==> config.mk <==
export PLATFORM = sky130hd
export DESIGN_NAME = sensor_interrupt_logic
export DESIGN_NICKNAME = d
export VERILOG_FILES = /design/src/verilog/irq_logic_pkg.sv /design/src/verilog/prox_event.sv /design/src/verilog/sensor_interrupt_logic.sv
export SDC_FILE = /design/constraint.sdc
export NUM_CORES = 1
export LEC_CHECK = 0
export BUFFER_PORTS_ARGS = -buffer_cell sky130_fd_sc_hd__buf_4
export CAP_MARGIN = 20
export CORE_MARGIN = 5
export CORE_UTILIZATION = 64
export CTS_BUF_LIST = sky130_fd_sc_hd__clkbuf_2
export DETAILED_ROUTE_END_ITERATION = 12
export GPL_TIMING_DRIVEN = 0
export PLACE_DENSITY_LB_ADDON = 0.3
export SETUP_SLACK_MARGIN = 0.5
export SLEW_MARGIN = 20
export SYNTH_ARGS = -nofsm -noshare
export SYNTH_HDL_FRONTEND = slang
export SYNTH_HIERARCHICAL = 1
export SYNTH_SLANG_ARGS = --single-unit
==> constraint.sdc <==
create_clock -name clk_sys_i -period 9.7 [get_ports clk_sys_i]
set_input_delay 1.94 -clock clk_sys_i [delete_from_list [all_inputs] [get_ports clk_sys_i]]
set_output_delay 1.94 -clock clk_sys_i [all_outputs]
set_load 0.05 [all_outputs]
==> src/verilog/irq_logic_pkg.sv <==
// Behaviour
// - Interrupt pin is driven only while the output-enable config bit is set.
// - Pin asserts when any bit of enable AND status is one.
// - Interrupt-mode bit selects how the pin deasserts.
// - Mode zero: status stays pending until the host clears it.
// - Writing one to a status bit clears that bit only.
// - Each channel sets its status from its enable and mode fields.
// - Prox one, mode 00: set status after every completed sample.
// - Prox one, mode 01: set on threshold crossing with hysteresis and history.
// - Prox one, mode 11: set when sample above threshold; disabled gives none.
// - Prox two follows the same three modes with its own fields.
// - Prox three follows the same modes from the second mode register.
// - Ambient: bit0 per visible-channel sample or leaving window, bit1 entering window.
// - Command flag on every new response, or only new error code in mode 1.
package irq_logic_pkg;
   localparam logic [7:0] ADDR_INTERRUPT_CONFIG   = 8'h03;
   localparam logic [7:0] ADDR_INTERRUPT_ENABLE   = 8'h04;
   localparam logic [7:0] ADDR_INTERRUPT_MODE_ONE = 8'h05;
   localparam logic [7:0] ADDR_INTERRUPT_MODE_TWO = 8'h06;
   localparam logic [7:0] ADDR_INTERRUPT_STATUS   = 8'h07;
   localparam int CFG_OUTPUT_ENABLE_BIT = 0;
   localparam int CFG_INT_MODE_BIT      = 1;
   localparam int BIT_AMBIENT_LO        = 0;
   localparam int BIT_AMBIENT_HI        = 1;
   localparam int BIT_PROX_ONE          = 2;
   localparam int BIT_PROX_TWO          = 3;
   localparam int BIT_PROX_THREE        = 4;
   localparam int BIT_COMMAND           = 5;
   localparam int PROX_ONE_MODE_LSB     = 4;
   localparam int PROX_TWO_MODE_LSB     = 6;
   localparam int PROX_THREE_MODE_LSB   = 0;
   localparam int COMMAND_MODE_LSB      = 2;
   localparam logic [7:0] RESET_VALUE   = 8'h00;
   localparam logic [7:0] STATUS_MASK   = 8'h3F;
   localparam logic [1:0] MODE_EVERY    = 2'h0;
   localparam logic [1:0] MODE_CROSS    = 2'h1;
   localparam logic [1:0] MODE_ABOVE    = 2'h3;
   localparam logic [7:0] RESP_ERR_MASK = 8'h80;
endpackage

==> src/verilog/prox_event.sv <==
`timescale 1ns/1ps
`default_nettype none
module prox_event
   import irq_logic_pkg::*;
#(
   parameter int W = 16
) (
   input  wire logic         clk_sys_i,
   input  wire logic         srst_i,
   input  wire logic         enable_i,
   input  wire logic [1:0]   mode_i,
   input  wire logic         sample_i,
   input  wire logic [W-1:0] data_i,
   input  wire logic [W-1:0] threshold_i,
   input  wire logic [W-1:0] hysteresis_i,
   input  wire logic [7:0]   history_i,
   output logic              event_o
);
   logic       above;
   logic       next_above;
   logic [7:0] agree;
   logic [7:0] next_agree;
   logic       next_event;
   logic       cand;
   always_comb begin
      next_above = above;
      next_agree = agree;
      next_event = 1'b0;
      cand = above;
      if (sample_i) begin
         // Hysteresis band around the threshold
         if (!above && ({1'b0, data_i} > {1'b0, threshold_i} + {1'b0, hysteresis_i})) begin
            cand = 1'b1;
         end else if (above && ({1'b0, data_i} + {1'b0, hysteresis_i} < {1'b0, threshold_i})) begin
            cand = 1'b0;
         end
         // History: the new side must repeat history_i times before it counts
         if (cand != above) begin
            if (agree >= history_i) begin
               next_above = cand;
               next_agree = 8'h00;
            end else begin
               next_agree = agree + 8'h01;
            end
         end else begin
            next_agree = 8'h00;
         end
         if (enable_i) begin
            case (mode_i)
               MODE_EVERY: next_event = 1'b1;
               MODE_CROSS: next_event = (next_above != above);
               MODE_ABOVE: next_event = (data_i > threshold_i);
               default:    next_event = 1'b0;
            endcase
         end
      end
   end
   always_ff @(posedge clk_sys_i) begin
      if (srst_i) begin
         above   <= 1'b0;
         agree   <= 8'h00;
         event_o <= 1'b0;
      end else begin
         above   <= next_above;
         agree   <= next_agree;
         event_o <= next_event;
      end
   end
endmodule
`default_nettype wire

==> src/verilog/sensor_interrupt_logic.sv <==
`timescale 1ns/1ps
`default_nettype none
module sensor_interrupt_logic
   import irq_logic_pkg::*;
#(
   parameter int W = 16
) (
   input  wire logic         clk_sys_i,
   input  wire logic         srst_i,
   input  wire logic         reg_wr_i,
   input  wire logic [7:0]   reg_addr_i,
   input  wire logic [7:0]   reg_wdata_i,
   output logic [7:0]        reg_rdata_o,
   input  wire logic [2:0]   prox_sample_i,
   input  wire logic [W-1:0] prox_one_data_i,
   input  wire logic [W-1:0] prox_two_data_i,
   input  wire logic [W-1:0] prox_three_data_i,
   input  wire logic [W-1:0] prox_one_threshold_i,
   input  wire logic [W-1:0] prox_two_threshold_i,
   input  wire logic [W-1:0] prox_three_threshold_i,
   input  wire logic [W-1:0] prox_hysteresis_i,
   input  wire logic [7:0]   prox_history_i,
   input  wire logic         ambient_sample_i,
   input  wire logic [W-1:0] visible_light_channel_i,
   input  wire logic [W-1:0] infrared_light_channel_i,
   input  wire logic [W-1:0] ambient_low_threshold_i,
   input  wire logic [W-1:0] ambient_high_threshold_i,
   input  wire logic         response_new_i,
   input  wire logic [7:0]   response_i,
   output logic              int_n_o,
   output logic              int_n_oe_o
);
   import irq_logic_pkg::*;
   logic [7:0] interrupt_config;
   logic [7:0] interrupt_enable;
   logic [7:0] interrupt_mode_one;
   logic [7:0] interrupt_mode_two;
   logic [7:0] interrupt_status;
   logic [7:0] next_config;
   logic [7:0] next_enable;
   logic [7:0] next_mode_one;
   logic [7:0] next_mode_two;
   logic [7:0] next_status;
   logic [7:0] next_rdata;
   logic       next_int_n;
   logic       next_int_n_oe;
   logic [7:0] set_bits;
   logic [2:0] prox_event;
   logic [1:0] prox_mode [3];
   logic [W-1:0] prox_data [3];
   logic [W-1:0] prox_thr [3];
   logic       amb_inside;
   logic       next_amb_inside;
   logic [W-1:0] amb_val;
   logic       amb_in_now;
   logic       pending;
   assign prox_mode[0] = interrupt_mode_one[PROX_ONE_MODE_LSB +: 2];
   assign prox_mode[1] = interrupt_mode_one[PROX_TWO_MODE_LSB +: 2];
   assign prox_mode[2] = interrupt_mode_two[PROX_THREE_MODE_LSB +: 2];
   assign prox_data[0] = prox_one_data_i;
   assign prox_data[1] = prox_two_data_i;
   assign prox_data[2] = prox_three_data_i;
   assign prox_thr[0]  = prox_one_threshold_i;
   assign prox_thr[1]  = prox_two_threshold_i;
   assign prox_thr[2]  = prox_three_threshold_i;
   // One detector per proximity channel
   for (genvar g = 0; g < 3; g++) begin : g_prox
      prox_event #(.W(W)) u_prox (
         .clk_sys_i    (clk_sys_i),
         .srst_i       (srst_i),
         .enable_i     (interrupt_enable[BIT_PROX_ONE + g]),
         .mode_i       (prox_mode[g]),
         .sample_i     (prox_sample_i[g]),
         .data_i       (prox_data[g]),
         .threshold_i  (prox_thr[g]),
         .hysteresis_i (prox_hysteresis_i),
         .history_i    (prox_history_i),
         .event_o      (prox_event[g])
      );
   end
   always_comb begin
      // Ambient: mode bit 2 picks infrared instead of visible
      amb_val = interrupt_mode_one[2] ? infrared_light_channel_i : visible_light_channel_i;
      amb_in_now = (amb_val >= ambient_low_threshold_i) && (amb_val <= ambient_high_threshold_i);
      next_amb_inside = ambient_sample_i ? amb_in_now : amb_inside;
      set_bits = 8'h00;
      set_bits[BIT_PROX_THREE:BIT_PROX_ONE] = prox_event;
      if (ambient_sample_i) begin
         if (interrupt_mode_one[1:0] == 2'h0) begin
            set_bits[BIT_AMBIENT_LO] = interrupt_enable[BIT_AMBIENT_LO] && !interrupt_mode_one[2];
         end else begin
            set_bits[BIT_AMBIENT_LO] = interrupt_enable[BIT_AMBIENT_LO] && amb_inside && !amb_in_now;
            set_bits[BIT_AMBIENT_HI] = interrupt_enable[BIT_AMBIENT_HI] && !amb_inside && amb_in_now;
         end
      end
      if (response_new_i && interrupt_enable[BIT_COMMAND]) begin
         set_bits[BIT_COMMAND] = interrupt_mode_two[COMMAND_MODE_LSB] ? |(response_i & RESP_ERR_MASK)
                                                                       : 1'b1;
      end
   end
   always_comb begin
      next_config   = interrupt_config;
      next_enable   = interrupt_enable;
      next_mode_one = interrupt_mode_one;
      next_mode_two = interrupt_mode_two;
      next_status   = interrupt_status;
      if (reg_wr_i) begin
         case (reg_addr_i)
            ADDR_INTERRUPT_CONFIG:   next_config   = reg_wdata_i & 8'h03;
            ADDR_INTERRUPT_ENABLE:   next_enable   = reg_wdata_i & STATUS_MASK;
            ADDR_INTERRUPT_MODE_ONE: next_mode_one = reg_wdata_i;
            ADDR_INTERRUPT_MODE_TWO: next_mode_two = reg_wdata_i & 8'h0F;
            ADDR_INTERRUPT_STATUS:   next_status   = interrupt_status & ~reg_wdata_i;
            default:                 next_config   = interrupt_config;
         endcase
      end
      // Interrupt mode one: flags self-clear once presented unless a register write is under way; new events in this cycle still set their own bits
      if (interrupt_config[CFG_INT_MODE_BIT] && !reg_wr_i) begin
         next_status = 8'h00;
      end
      next_status = (next_status | set_bits) & STATUS_MASK; // Set wins over clear
      case (reg_addr_i)
         ADDR_INTERRUPT_CONFIG:   next_rdata = interrupt_config;
         ADDR_INTERRUPT_ENABLE:   next_rdata = interrupt_enable;
         ADDR_INTERRUPT_MODE_ONE: next_rdata = interrupt_mode_one;
         ADDR_INTERRUPT_MODE_TWO: next_rdata = interrupt_mode_two;
         ADDR_INTERRUPT_STATUS:   next_rdata = interrupt_status;
         default:                 next_rdata = 8'h00;
      endcase
      pending = |(next_enable & next_status);
      next_int_n_oe = next_config[CFG_OUTPUT_ENABLE_BIT] && pending;
      next_int_n = 1'b0;
   end
   always_ff @(posedge clk_sys_i) begin
      if (srst_i) begin
         interrupt_config   <= RESET_VALUE;
         interrupt_enable   <= RESET_VALUE;
         interrupt_mode_one <= RESET_VALUE;
         interrupt_mode_two <= RESET_VALUE;
         interrupt_status   <= RESET_VALUE;
         amb_inside         <= 1'b0;
         reg_rdata_o        <= 8'h00;
         int_n_o            <= 1'b0;
         int_n_oe_o         <= 1'b0;
      end else begin
         interrupt_config   <= next_config;
         interrupt_enable   <= next_enable;
         interrupt_mode_one <= next_mode_one;
         interrupt_mode_two <= next_mode_two;
         interrupt_status   <= next_status;
         amb_inside         <= next_amb_inside;
         reg_rdata_o        <= next_rdata;
         int_n_o            <= next_int_n;
         int_n_oe_o         <= next_int_n_oe;
      end
   end
endmodule
`default_nettype wire
==> flow_metrics.tcl <==
set metrics [dict create \
    synthFlopType "dfxtp_1" \
    syn_inst 1543 \
    htree_levels 3 \
    reg2reg_depth 10 \
    fin_crit_sh_pct 61.4 \
    setup_ws_ns 3.74 \
    hold_end "g_prox[1].u_prox/above" \
    dr_total_vias 12541 \
    grt_pass1_wl_mm 56.0 \
    status "complete, no violations" \
    cts_tree "done" \
    firstDrtPassIters 10 \
    layout.cells.non_filler 2036 \
    placedInstanceArea_um2 14300 \
    final_cell_mix "296 x ha_1, 219 x buf_4, 153 x inv_1" \
    crit_path_max_incr_delay_ns 0.52 \
    crit_path_top_delay_cell "a2111oi_0" \
    fp.dieArea_um2 22100 \
    cap_violations 0 \
    fp.dieH_um 149 \
    gp_congestion 0.948 \
    period_needed_ns 5.96 \
    drtAntennaViolNets 0 \
    rr_startpoint "interrupt_mode_one[2]" \
    num_rows 50 \
    power_switching_mw 0.502 \
    skew_ns 0.0187 \
    hold_path_depth 2 \
    async_flop_share_pct 0 \
    clock_power_share_pct 15.7 \
    grt_usage_pct 30.2 \
    path_class "in -> reg" \
    hold_viol 0 \
    cts_sinks 66 \
    syn_area_per_cell_um2 7.99 \
    fmax_ghz 0.168 \
    cp_data_required_time_ns 10.10 \
    avgRoutedWirePerCell_um 17.0 \
    whs_ns 0.512 \
    hold_start "g_prox[1].u_prox/above" \
    postCtsResizedCells 0 \
    gr-total-overflow 0 \
    grt_max_degree 19 \
    maxSlewHeadroom_pct 54.0 \
    drv_slew 0 \
    p_sw_share_pct 41.8 \
    syn_nets 2061 \
    clk_pin_slew_worst_paths_ns 0.17 \
    antenna_found_initial 1 \
    synth.distinct_cells 95 \
    synth-edff-count 0 \
    final_util_pct 76.5 \
    synth_area_um2 12300 \
    drc_errors 0 \
    r2r_setup_slack_ns 6.14 \
    seq_area_frac_synth_pct 10.7 \
    p_leak_nw 7.02 \
    drt_iter0_markers 965 \
    setup_violations 0 \
    cts-root-buf "clkbuf_2" \
    setup_tns_ns 0 \
    mostFrequentLayoutCell "ha_1" \
    final_nets 2288 \
    grt_pass1_vias 12281 \
    io_buffers 216 \
    fp.dieW_um 149 \
    drive_gt1_share_pct 16.8 \
    worstPathCellList "buf_4, ha_1, fa_1, a21oi_1, o22ai_1, o311ai_1, o21ai_1, o21a_1, o2111a_1, a211oi_1, ha_1, a2111oi_0, o21ai_0, a221oi_1, a211oi_2, buf_4, o221ai_1, o21ai_0" \
    p_per_area_nw_per_um2 83.4 \
    rsz0062_at_grt "no" \
    yosys_warnings 6 \
    critPathLaunchType "primary input" \
    internal_power_mw 0.700 \
    initial_utilization_pct 65.5 \
    worst_pin_slew_ns 0.673 \
    cts_hold_buffers 0 \
    comb_power_share_pct 61.4 \
    p_seq_share_pct 22.9 \
    area_growth_pct 16.9 \
    vias_per_cell 6.16 \
    cts_setup_buffers 0 \
    critical_path_arrival_ns 6.36 \
    routed_wl_mm 34.7 \
    regToRegEndpoint "int_n_oe_o" \
    clkLatencyLatePin_ns 0.53 \
    core_area_um2 18800 \
    hpwl_mm 29.9 \
    crit_path_end_kind "flip-flop" \
    cts_buffers 9 \
    clock_path_buffers 2 \
    finalInstanceArea_um2 14400 \
    hold_path_class "reg -> reg" \
    ir_worst_vdd_v 0.0000521 \
    total_power_mw 1.20 \
    post-place-cells 2019 \
    io_pins 226 \
    critPathMaxFanout 10 \
    ys_seq_elements 66 \
    post-place-ws_ns 3.32 \
]
## area by class of cell
type,instances,area [um2]
Fill cell,1372,4420
Inverter,153,574
Tap cell,260,325
Buffer,23,135
Timing Repair Buffer,216,1620
Sequential cell,66,1320
Antenna cell,1,2.50
Clock inverter,5,78.8
Multi-Input combinational cell,1301,10300
Clock buffer,11,55.1
## flip-flops by register name (all words and copies together), names as in the netlist
signal	count
interrupt_enable	6
reg_rdata_o	8
interrupt_mode_one	8
g_prox.u_prox/agree	24
interrupt_mode_two	4
amb_inside	1
interrupt_status	6
interrupt_config	2
g_prox.u_prox/event_o	3
g_prox.u_prox/above	3
int_n_oe_o	1
## cell families after synthesis
logic type | after synthesis | synth area share [%]
compound gates | 430 | 23.8
xor+xnor | 74 | 5.26
fa+ha+maj | 302 | 31.0
buf+inv | 176 | 5.76
flops | 66 | 10.7
mux | 42 | 3.99
other cells | 1 | 0.0304
simple gates | 452 | 19.4
## critical path: cells and delay by family
| kind | cells | cell delay (ns) |
|---|---|---|
| AO/OA/AOI/OAI | 13 | 3.09 |
| adder cells (fa/ha/maj) | 3 | 0.95 |
| buffers and inverters | 2 | 0.38 |
## worst max path at each step
stage / depth (start not counted) / slack [ns] / endpoint / from
global route: 20 / 3.60 / g_prox[0].u_prox/agree[5] / prox_hysteresis_i[0]
detailed placement: 18 / 3.32 / g_prox[2].u_prox/agree[5] / prox_hysteresis_i[0]
finish: 18 / 3.74 / g_prox[2].u_prox/agree[5] / prox_hysteresis_i[0]
CTS: 18 / 3.89 / g_prox[2].u_prox/agree[5] / prox_hysteresis_i[0]
global placement: 19 / 3.34 / g_prox[1].u_prox/agree[7] / prox_hysteresis_i[0]
floorplan: 18 / 3.83 / g_prox[1].u_prox/agree[6] / prox_two_threshold_i[0]
## power groups by stage
| stage | sequential, mW | combinational, mW | clock [mW] |
|---|---|---|---|
| 2_1_floorplan | 0.280 | 0.505 | 0 |
| 3_3_place_gp | 0.281 | 0.698 | 0 |
| 3_5_place_dp | 0.281 | 0.726 | 0 |
| 4_1_cts | 0.275 | 0.730 | 0.190 |
| 5_1_grt | 0.276 | 0.828 | 0.203 |
| 6_report | 0.275 | 0.738 | 0.189 |
## cell usage after synthesis (11+ instances only)
cell | instances | area, um2
o21ai_0 | 68 | 340
nand2b_1 | 28 | 175
ha_1 | 296 | 3700
clkbuf_1 | 12 | 45.0
dfxtp_1 | 66 | 1320
nor3_1 | 39 | 195
and3_1 | 21 | 131
a21oi_1 | 128 | 641
a21o_1 | 34 | 255
xor2_1 | 28 | 245
nand4_1 | 36 | 225
nor2b_1 | 19 | 119
nor3b_1 | 17 | 128
mux2_2 | 17 | 191
o2111ai_1 | 11 | 96.3
nor2_1 | 95 | 357
inv_1 | 153 | 574
mux2i_1 | 21 | 210
a31oi_1 | 17 | 106
o21a_1 | 23 | 173
xnor2_1 | 46 | 403
nand2_1 | 93 | 349
nand3_1 | 41 | 205
o211ai_1 | 22 | 165
## per-layer routing
metal | vias to the layer above | global-route usage (%) | share of wire, %
met1 | 5797 | 37.4 | 43
li1 | 6230 | - | -
met2 | 434 | 54.1 | 48
met3 | 80 | 4.89 | 6.6
met4 | 0 | 8.56 | 2.8
met5 | - | 0 | 0
(Power assumes the default switching activity.)
